[src/bsalt_pkg.sv]
// shared constants for the boundary-scan converter limit test
// assumes a single core clock; both ends import this package
package bsalt_pkg;

	// ----------------------------------------------------------------
	// scan chain layout (bit 0 is shifted out first)
	// ----------------------------------------------------------------
	localparam int CHAIN_LEN   = 35;
	localparam int DAC_W       = 10;
	localparam int CHSEL_W     = 8;
	localparam int NEG_INPUT_SELECT_W    = 3;
	localparam int POS_PULLUP  = 0;
	localparam int POS_PINDIR  = 1;
	localparam int POS_PINDATA = 2;
	localparam int POS_SUPREF  = 3;
	localparam int POS_SETTLE  = 4;
	localparam int POS_COMPARATOR_PRECHARGE_N   = 5;
	localparam int POS_AMP_PASSGATE_ENABLE  = 6;
	localparam int POS_NEG_INPUT_SELECT  = 7;
	localparam int POS_CHSEL   = 10;
	localparam int POS_IREF    = 18;
	localparam int POS_HOLD    = 19;
	localparam int POS_GND     = 20;
	localparam int POS_DAC     = 21;
	localparam int POS_AMP_POWER_ENABLE   = 31;
	localparam int POS_CONVERTER_ENABLE   = 32;
	localparam int POS_SWITCHCAP_TEST_ENABLE  = 33;
	localparam int POS_COMP    = 34;

	typedef logic [CHAIN_LEN-1:0] bsalt_chain_t;

	// ----------------------------------------------------------------
	// idle and test values
	// ----------------------------------------------------------------
	localparam logic [DAC_W-1:0]   DAC_MIDPOINT = 10'h200;
	localparam logic [CHSEL_W-1:0] CHSEL_IDLE   = 8'h01;
	localparam logic [CHSEL_W-1:0] CHSEL_TEST   = 8'h08;
	localparam bsalt_chain_t IDLE_VEC =
		(bsalt_chain_t'(DAC_MIDPOINT) << POS_DAC) |
		(bsalt_chain_t'(CHSEL_IDLE) << POS_CHSEL) |
		(bsalt_chain_t'(1) << POS_HOLD) |
		(bsalt_chain_t'(1) << POS_AMP_PASSGATE_ENABLE) |
		(bsalt_chain_t'(1) << POS_COMPARATOR_PRECHARGE_N);

	// ----------------------------------------------------------------
	// timing
	// ----------------------------------------------------------------
	localparam int CLK_NS         = 100;
	localparam int TCK_HALF       = 4;
	localparam int ACLK_HALF      = 4;
	localparam int DUMMY_COMPARES = 10;
	localparam int DUMMY_WAIT_NS  = 200;
	localparam int DUMMY_WAIT_CYC = (DUMMY_WAIT_NS + CLK_NS - 1) / CLK_NS;

	// ----------------------------------------------------------------
	// procedure steps, counted from 0
	// ----------------------------------------------------------------
	localparam int NUM_STEPS      = 11;
	localparam int STEP_SAMPLE_A  = 1;
	localparam int STEP_SAMPLE_B  = 6;
	localparam int STEP_LOW_DAC   = 3;
	localparam int STEP_LOW_COMPARATOR_PRECHARGE_N = 4;
	localparam int STEP_LOW_CHECK = 5;
	localparam int STEP_HI_DAC    = 8;
	localparam int STEP_HI_COMPARATOR_PRECHARGE_N  = 9;
	localparam int STEP_HI_CHECK  = 10;

	// ----------------------------------------------------------------
	// tester register map
	// ----------------------------------------------------------------
	localparam logic [7:0] REG_CTRL   = 8'h00;
	localparam logic [7:0] REG_LIMITS = 8'h04;
	localparam logic [7:0] REG_STATUS = 8'h08;
	localparam int CTRL_START   = 0;
	localparam int LIM_LOW_LSB  = 0;
	localparam int LIM_HI_LSB   = 16;
	localparam int STAT_BUSY    = 0;
	localparam int STAT_DONE    = 1;
	localparam int STAT_PASS    = 2;
	localparam int STAT_LOWOK   = 3;
	localparam int STAT_HIOK    = 4;
	localparam int STAT_STEP    = 8;

endpackage : bsalt_pkg

[src/bsalt_link_if.sv]
// scan link between the tester and the converter scan cells
// assumes the bench resolves nothing: every wire has one driver
interface bsalt_link_if;
	logic tck;
	logic tdi;
	logic tdo;
	logic shiftEn;
	logic captureEn;
	logic updateEn;
	logic extest;

	modport tester (
		output tck,
		output tdi,
		output shiftEn,
		output captureEn,
		output updateEn,
		output extest,
		input  tdo
	);
	modport device (
		input  tck,
		input  tdi,
		input  shiftEn,
		input  captureEn,
		input  updateEn,
		input  extest,
		output tdo
	);
endinterface : bsalt_link_if

[src/bsalt_sync.sv]
// two-flop synchroniser for signals from outside the core clock
// assumes the inputs are quasi-static levels relative to core_clk
module bsalt_sync #(
	parameter int WIDTH = 1
) (
	input  wire logic             core_clk,
	input  wire logic             nrst,
	input  wire logic [WIDTH-1:0] asyncIn,
	output logic      [WIDTH-1:0] syncOut
);
	logic [WIDTH-1:0] meta;

	// first stage feeds only the second stage
	always_ff @(posedge core_clk) begin
		if (!nrst) begin
			meta    <= '0;
			syncOut <= '0;
		end else begin
			meta    <= asyncIn;
			syncOut <= meta;
		end
	end
endmodule : bsalt_sync

[src/bsalt_tester.sv]
// scan tester: runs the eleven-row limit check over the scan link
// assumes an APB master on core_clk and the converter scan cells
// on the far side of the link
//
// Operation
// - negative select held zero when unused
// - pass-gate enable cell, idle one
// - precharge is active low, rests high
// - switch-cap test routes amplifier to channel four
// - settle assist stays zero here
// - supply reference select, idle zero
// - only one negative sample source enabled
// - unused converter cells carry idle values
// - lower limit must read compare low
// - upper limit reads high; pass needs both
// - channel pin cells all held zero
// - wait 200ns after converter enable
// - DAC at midpoint while sampling
// - first row preload, later rows extest
// - check results on next row's shift-out
// - link clock fast enough for hold time
// - hold samples low, holds high
// - converter enable cell, idle zero
//
// Local design decisions: the address map and the APB slave port.
module bsalt_tester (
	input  wire logic        core_clk,
	input  wire logic        nrst,
	bsalt_link_if.tester     link,
	input  wire logic        psel,
	input  wire logic        penable,
	input  wire logic        pwrite,
	input  wire logic [7:0]  paddr,
	input  wire logic [31:0] pwdata,
	output logic      [31:0] prdata,
	output logic             pready,
	output logic             pslverr
);
	import bsalt_pkg::*;

	typedef enum {
		ST_IDLE,
		ST_CAPTURE,
		ST_SHIFT,
		ST_UPDATE,
		ST_SETTLE
	} bsalt_tstate_t;

	bsalt_tstate_t      state;
	logic [DAC_W-1:0]   limLow, limHigh;
	logic               busy, done, pass, lowOk, highOk;
	logic [3:0]         step;
	logic [5:0]         bitCnt;
	logic [3:0]         divCnt, waitCnt;
	logic               tick, tdoSync;
	bsalt_chain_t       rowOut, inVec;
	logic               apbWrite, startReq;
	logic [31:0]        statusWord;

	// ----------------------------------------------------------------
	// helpers
	// ----------------------------------------------------------------
	// row contents: idle values except the procedure's own cells
	function automatic bsalt_chain_t rowVector(
		input logic [3:0]       st,
		input logic [DAC_W-1:0] lo,
		input logic [DAC_W-1:0] hi
	);
		bsalt_chain_t     v;
		logic [DAC_W-1:0] dac;
		v   = IDLE_VEC;
		dac = DAC_MIDPOINT;
		if (st == 4'(STEP_LOW_DAC) || st == 4'(STEP_LOW_COMPARATOR_PRECHARGE_N))
			dac = lo;
		if (st == 4'(STEP_HI_DAC) || st == 4'(STEP_HI_COMPARATOR_PRECHARGE_N))
			dac = hi;
		v[POS_CONVERTER_ENABLE]             = 1'b1;
		v[POS_CHSEL +: CHSEL_W]  = CHSEL_TEST;
		v[POS_DAC +: DAC_W]      = dac;
		v[POS_HOLD]   = !(st == 4'(STEP_SAMPLE_A) ||
		                  st == 4'(STEP_SAMPLE_B));
		v[POS_COMPARATOR_PRECHARGE_N]  = !(st == 4'(STEP_LOW_COMPARATOR_PRECHARGE_N) ||
		                  st == 4'(STEP_HI_COMPARATOR_PRECHARGE_N));
		// single pin source, no ground or bandgap path
		v[POS_NEG_INPUT_SELECT +: NEG_INPUT_SELECT_W] = '0;
		v[POS_GND]     = 1'b0;
		v[POS_IREF]    = 1'b0;
		v[POS_SETTLE]  = 1'b0;
		v[POS_AMP_POWER_ENABLE]   = 1'b0;
		v[POS_PINDATA] = 1'b0;
		v[POS_PINDIR]  = 1'b0;
		v[POS_PULLUP]  = 1'b0;
		return v;
	endfunction : rowVector

	function automatic logic addrKnown(input logic [7:0] a);
		return a == REG_CTRL || a == REG_LIMITS || a == REG_STATUS;
	endfunction : addrKnown

	// ----------------------------------------------------------------
	// register bus
	// ----------------------------------------------------------------
	assign apbWrite = psel & penable & pready & pwrite & ~pslverr;
	assign startReq = apbWrite && paddr == REG_CTRL &&
	                  pwdata[CTRL_START] && !busy;

	always_comb begin
		statusWord                 = '0;
		statusWord[STAT_BUSY]      = busy;
		statusWord[STAT_DONE]      = done;
		statusWord[STAT_PASS]      = pass;
		statusWord[STAT_LOWOK]     = lowOk;
		statusWord[STAT_HIOK]      = highOk;
		statusWord[STAT_STEP +: 4] = step;
	end

	// no wait state: answer is prepared during the setup cycle
	always_ff @(posedge core_clk) begin
		if (!nrst) begin
			pready  <= 1'b0;
			pslverr <= 1'b0;
			prdata  <= '0;
		end else if (psel && !penable) begin
			pready  <= 1'b1;
			pslverr <= !addrKnown(paddr);
			case (paddr)
				REG_LIMITS: prdata <= (32'(limLow) << LIM_LOW_LSB) |
				                      (32'(limHigh) << LIM_HI_LSB);
				REG_STATUS: prdata <= statusWord;
				default:    prdata <= '0;
			endcase
		end else begin
			pready  <= 1'b0;
			pslverr <= 1'b0;
		end
	end

	// limits may not change under a running check
	always_ff @(posedge core_clk) begin
		if (!nrst) begin
			limLow  <= '0;
			limHigh <= '0;
		end else if (apbWrite && paddr == REG_LIMITS && !busy) begin
			limLow  <= pwdata[LIM_LOW_LSB +: DAC_W];
			limHigh <= pwdata[LIM_HI_LSB +: DAC_W];
		end
	end

	// ----------------------------------------------------------------
	// link clock
	// ----------------------------------------------------------------
	bsalt_sync #(.WIDTH(1)) u_sync (
		.core_clk (core_clk),
		.nrst     (nrst),
		.asyncIn  (link.tdo),
		.syncOut  (tdoSync)
	);

	// short half period keeps hold-high rows well inside the hold time
	always_ff @(posedge core_clk) begin
		if (!nrst || state == ST_IDLE || state == ST_SETTLE) begin
			divCnt <= '0;
			tick   <= 1'b0;
		end else if (divCnt == 4'(TCK_HALF - 1)) begin
			divCnt <= '0;
			tick   <= 1'b1;
		end else begin
			divCnt <= divCnt + 4'h1;
			tick   <= 1'b0;
		end
	end

	// ----------------------------------------------------------------
	// procedure sequencer
	// ----------------------------------------------------------------
	always_ff @(posedge core_clk) begin
		if (!nrst) begin
			state          <= ST_IDLE;
			busy           <= 1'b0;
			done           <= 1'b0;
			pass           <= 1'b0;
			lowOk          <= 1'b0;
			highOk         <= 1'b0;
			step           <= '0;
			bitCnt         <= '0;
			waitCnt        <= '0;
			rowOut         <= IDLE_VEC;
			inVec          <= '0;
			link.tck       <= 1'b0;
			link.tdi       <= 1'b0;
			link.shiftEn   <= 1'b0;
			link.captureEn <= 1'b0;
			link.updateEn  <= 1'b0;
			link.extest    <= 1'b0;
		end else begin
			case (state)
				ST_IDLE: begin
					if (startReq) begin
						busy           <= 1'b1;
						done           <= 1'b0;
						pass           <= 1'b0;
						lowOk          <= 1'b0;
						highOk         <= 1'b0;
						step           <= '0;
						rowOut         <= rowVector(4'h0, limLow, limHigh);
						link.extest    <= 1'b0;
						link.captureEn <= 1'b1;
						state          <= ST_CAPTURE;
					end
				end
				ST_CAPTURE: begin
					if (tick) begin
						link.tck <= ~link.tck;
						if (link.tck) begin
							link.captureEn <= 1'b0;
							link.shiftEn   <= 1'b1;
							link.tdi       <= rowOut[0];
							bitCnt         <= '0;
							state          <= ST_SHIFT;
						end
					end
				end
				ST_SHIFT: begin
					if (tick) begin
						link.tck <= ~link.tck;
						if (!link.tck) begin
							inVec[bitCnt] <= tdoSync;
						end else if (bitCnt == 6'(CHAIN_LEN - 1)) begin
							link.shiftEn  <= 1'b0;
							link.updateEn <= 1'b1;
							state         <= ST_UPDATE;
							// shift-out reflects the previous row
							if (step == 4'(STEP_LOW_CHECK))
								lowOk <= !inVec[POS_COMP];
							if (step == 4'(STEP_HI_CHECK))
								highOk <= inVec[POS_COMP];
						end else begin
							bitCnt   <= bitCnt + 6'h1;
							link.tdi <= rowOut[bitCnt + 6'h1];
						end
					end
				end
				ST_UPDATE: begin
					if (tick) begin
						link.tck <= ~link.tck;
						if (link.tck) begin
							link.updateEn <= 1'b0;
							waitCnt       <= 4'(DUMMY_WAIT_CYC);
							state         <= ST_SETTLE;
						end
					end
				end
				ST_SETTLE: begin
					// rows stay apart by the converter warm-up time
					if (waitCnt != '0) begin
						waitCnt <= waitCnt - 4'h1;
					end else if (step == 4'(NUM_STEPS - 1)) begin
						busy  <= 1'b0;
						done  <= 1'b1;
						pass  <= lowOk & highOk;
						state <= ST_IDLE;
					end else begin
						step           <= step + 4'h1;
						rowOut         <= rowVector(step + 4'h1,
						                            limLow, limHigh);
						link.extest    <= 1'b1;
						link.captureEn <= 1'b1;
						state          <= ST_CAPTURE;
					end
				end
				default: state <= ST_IDLE;
			endcase
		end
	end
endmodule : bsalt_tester

[src/flat_wrapper.sv]
// flat-port wrapper written by rule: the top's interface ports become plain ports
module bsalt_tester_flat import bsalt_pkg::*;
  (core_clk, nrst, psel, penable, pwrite, paddr, pwdata, prdata, pready, pslverr, link_tck, link_tdi, link_shiftEn, link_captureEn, link_updateEn, link_extest, link_tdo);
  bsalt_link_if link_i ();
  input  wire logic core_clk;
  input  wire logic nrst;
  input  wire logic psel;
  input  wire logic penable;
  input  wire logic pwrite;
  input  wire logic [7:0] paddr;
  input  wire logic [31:0] pwdata;
  output logic      [31:0] prdata;
  output logic pready;
  output logic pslverr;
  output wire logic [$bits(link_i.tck)-1:0] link_tck;
  output wire logic [$bits(link_i.tdi)-1:0] link_tdi;
  output wire logic [$bits(link_i.shiftEn)-1:0] link_shiftEn;
  output wire logic [$bits(link_i.captureEn)-1:0] link_captureEn;
  output wire logic [$bits(link_i.updateEn)-1:0] link_updateEn;
  output wire logic [$bits(link_i.extest)-1:0] link_extest;
  input wire logic [$bits(link_i.tdo)-1:0] link_tdo;
  assign link_tck = link_i.tck;
  assign link_tdi = link_i.tdi;
  assign link_shiftEn = link_i.shiftEn;
  assign link_captureEn = link_i.captureEn;
  assign link_updateEn = link_i.updateEn;
  assign link_extest = link_i.extest;
  assign link_i.tdo = link_tdo;
  bsalt_tester u_core (.core_clk(core_clk), .nrst(nrst), .link(link_i), .psel(psel), .penable(penable), .pwrite(pwrite), .paddr(paddr), .pwdata(pwdata), .prdata(prdata), .pready(pready), .pslverr(pslverr));
endmodule
[config.mk]
export PLATFORM = sky130hd
export DESIGN_NAME = bsalt_tester_flat
export DESIGN_NICKNAME = d
export VERILOG_FILES = /design/src/bsalt_pkg.sv /design/src/bsalt_link_if.sv /design/src/bsalt_sync.sv /design/src/bsalt_tester.sv /design/src/flat_wrapper.sv
export SDC_FILE = /design/constraint.sdc
export NUM_CORES = 1
export LEC_CHECK = 0
export ABC_AREA = 1
export BUFFER_PORTS_ARGS = -buffer_cell sky130_fd_sc_hd__buf_2
export CORE_MARGIN = 3
export CORE_UTILIZATION = 32
export CTS_CLUSTER_SIZE = 16
export DETAILED_ROUTE_END_ITERATION = 7
export PLACE_DENSITY = 0.48
export SLEW_MARGIN = 20
export SYNTH_ARGS = -nofsm -noshare
export SYNTH_HDL_FRONTEND = slang
export SYNTH_SLANG_ARGS = --single-unit
[constraint.sdc]
create_clock -name core_clk -period 2.3 [get_ports core_clk]
set_input_delay 0.115 -clock core_clk [delete_from_list [all_inputs] [get_ports core_clk]]
set_output_delay 0.115 -clock core_clk [all_outputs]
set_load 0.05 [all_outputs]
==> impl_metrics.py <==
metrics = {
    "timing": {
        "fin_setup_tns_ns": 0,
        "clock-skew-final_ns": 0.00889,
        "relSlewSlack_pct": 54.6,
        "finalCriticalPeriod_ns": 1.84,
        "worst_pin_slew_ns": 0.680,
        "post-route-period-util_pct": 80.2,
        "drv_slew": 0,
        "rsz0062_at_grt": "false",
        "setup_viol": 0,
        "fmax_ghz": 0.542,
        "layout_setup_ws_ns": 0.456,
        "hold_viol": 0,
    },
    "route": {
        "drc": 0,
        "drtIter0Drc": 238,
        "dr.pass1.iters": 5,
        "vias_per_cell": 4.70,
        "wl_microns": 11600,
        "drt-wirelength-per-cell_microns": 12.6,
        "drtAntennaViolNets": 0,
        "vias": 4314,
    },
    "layout": {
        "layout_common_cells": "nand2_1, dfxtp_1, nor2_1",
        "fin_cells": 918,
        "area_growth_pct": 15.4,
        "final_core_util_pct": 38.1,
        "antenna_cells": 0,
        "final_area_sq_mm": 0.00535,
        "drive_gt1_share_pct": 14.2,
        "final_common_cell": "nand2_1",
        "nNetsFinal": 790,
        "fillers": 1496,
        "area.sequential_sq_mm": 0.00188,
        "multi_input_area_sq_mm": 0.00229,
    },
    "worst_setup_path": {
        "cp_cell_sequence": "inv_1, ha_1, nand3_1, nand2_1, nor2_2, buf_4, nand2_1, a21oi_1",
        "cp.required_ns": 2.58,
        "cp-end-kind": "register",
        "path_max_fanout": 11,
        "crit_top_cell": "nand2_1",
        "startpoint_type": "register",
        "arrival_ns": 2.12,
        "crit_start": "u_core.step[0]$_SDFFE_PN0P_",
        "critPathKind": "register to register",
        "slowest_stage": "dfxtp_1",
        "slowest_delay_ns": 0.41,
        "reg2reg_from": "u_core.step[0]$_SDFFE_PN0P_",
    },
    "grt": {
        "grt_pass1_wl_microns": 20100,
        "overflow": 0,
        "antenna_found_initial": 0,
        "grt_max_degree": 53,
        "first_global_vias": 4198,
        "groute.usage.overall_pct": 15.1,
    },
    "floorplanning": {
        "io_pins": 86,
        "rows": 43,
        "initial_core_util_pct": 33.0,
        "die-width_microns": 126,
        "core_sq_mm": 0.0140,
        "die-area_sq_mm": 0.0160,
        "die_h_microns": 126,
    },
    "pwr": {
        "p_clk_share_pct": 42.5,
        "seqPwrFrac_pct": 50.3,
        "internal_power_uw": 2460,
        "ir_drop_uv": 398,
        "leakage_uw": 0.00229,
        "p_sw_uw": 828,
        "powerDensity_mw_per_mm2": 615,
        "p_sw_share_pct": 25.2,
        "pwr-share-comb_pct": 7.2,
    },
    "job": {
        "drv_cap": 0,
    },
    "clock_tree": {
        "clkTransAtPathRegs_ns": 0.07,
        "cts_resized": 0,
        "cts_tree": "done",
        "clk_path_buf_depth": 2,
        "clk_latency_ns": 0.35,
        "tritoncts.num_buffers": 9,
        "htreeDepth": 3,
        "cts.sinks": 94,
        "clockRootBuffer": "clkbuf_16",
    },
    "placement": {
        "gp_congestion": 0.849,
        "pre_cts_ws_ns": 0.455,
        "port-buffer-count": 63,
        "dpl.hpwl_microns": 8480,
        "dpl_cell_area_sq_mm": 0.00507,
        "placed_cells": 902,
    },
    "synthesis": {
        "synth.yosys.seq_area_share_pct": 40.6,
        "synth-edff-count": 0,
        "synthArstFlopShare_pct": 0,
        "syn_avg_cell_area_sq_um": 6.81,
        "synthCells": 681,
        "ys_ff_latch": 94,
        "ys_types": 36,
        "synthesis.area_sq_mm": 0.00464,
        "synth_ff_type": "dfxtp_1",
        "ys.warnings.count": 0,
    },
    "worst_hold_path": {
        "hold_class": "input port to register",
        "min_from": "pwdata[16]",
    },
    "outcome": {
        "outcome": "finished clean",
    },
}
power groups by stage:
stage / clock (uW) / combinational, uW / sequential, uW
after CTS: 1440 / 238 / 1660
after detailed placement: 0 / 236 / 1690
final: 1400 / 237 / 1660
after global routing: 1500 / 261 / 1660
after floorplan: 0 / 145 / 1730
after global placement: 0 / 233 / 1690
critical path, delay by kind of cell (launching register included):
kind	cells	cell delay [ns]
DFF	1	0.41
buffers and inverters	2	0.34
and+or+nand+nor	4	0.65
AOI/OAI and AO/OA	1	0.11
adders and majority gates	1	0.25
sequential cells by signal, summed over array words and instances, names as in the netlist, 3 cells and up:
| signal | count |
|---|---|
| u_core.state | 3 |
| u_core.divCnt | 4 |
| u_core.step | 4 |
| u_core.waitCnt | 4 |
| u_core.limLow | 10 |
| u_core.rowOut | 14 |
| u_core.prdata | 22 |
| u_core.bitCnt | 6 |
| u_core.limHigh | 10 |
layer usage:
metal  GRT usage (%)  routed length, microns
met1            21.0                    5910
met2            23.2                    5060
met3            3.03                     459
met4            5.49                     161
met5               0                       0
path summary, 6_finish.rpt:
kind,depth (start not counted),endpoint,slack (ns)
min,3,u_core.limHigh[0]$_SDFFE_PN0P_,0.08
max reg2reg,8,u_core.rowOut[24]$_SDFFE_PN0P_,0.46
min reg2reg,2,u_core.u_sync.syncOut$_SDFF_PN0_,0.41
max,8,u_core.rowOut[24]$_SDFFE_PN0P_,0.46
kinds of logic after synthesis:
logic type | count (synthesis) | synth area share [%]
buf+inv | 115 | 10.9
other cells | 1 | 0.0808
xor+xnor | 2 | 0.782
simple gates | 373 | 35.0
flops | 94 | 40.5
fa+ha+maj | 10 | 2.70
compound gates | 86 | 10.0
Yosys cell counts (3+ instances only):
library cell | n | area [sq um]
nand4_1 | 8 | 50.1
dfxtp_1 | 94 | 1880
a211oi_1 | 3 | 22.5
nor2_1 | 75 | 282
nand3_1 | 54 | 270
buf_2 | 7 | 35.0
o21ai_0 | 23 | 115
clkbuf_1 | 18 | 67.6
buf_4 | 11 | 82.6
nand3_2 | 4 | 40.0
nand2_1 | 173 | 649
inv_1 | 73 | 274
inv_2 | 3 | 11.3
a21oi_1 | 51 | 255
nor3_1 | 46 | 230
ha_1 | 10 | 125
buf_6 | 3 | 33.8
per-stage QoR:
step	hold WS, ns	power, uW
2_1_floorplan	0.213	1870
3_3_place_gp	0.298	1930
3_5_place_dp	0.305	1930
4_1_cts	0.0666	3340
5_1_grt	0.0807	3420
6_report	0.0756	3290
timing repair:
| item | 4_1_cts | 5_1_grt |
|---|---|---|
| hold buffers | 1 | 0 |
| endpoints found under the setup margin | 0 | 0 |
| endpoints found under the hold margin | 1 | 0 |
| buffers inserted | 0 | 0 |
layout make-up:
| type | count | share of cell area [%] |
|---|---|---|
| Clock buffer | 10 | 4.46 |
| Sequential cell | 94 | 35.1 |
| Inverter | 76 | 5.33 |
| Tap cell | 180 | 4.21 |
| Clock inverter | 5 | 0.678 |
| Timing Repair Buffer | 72 | 7.43 |
| Multi-Input combinational cell | 481 | 42.7 |
Note: power is estimated with default switching activity, not from simulation.
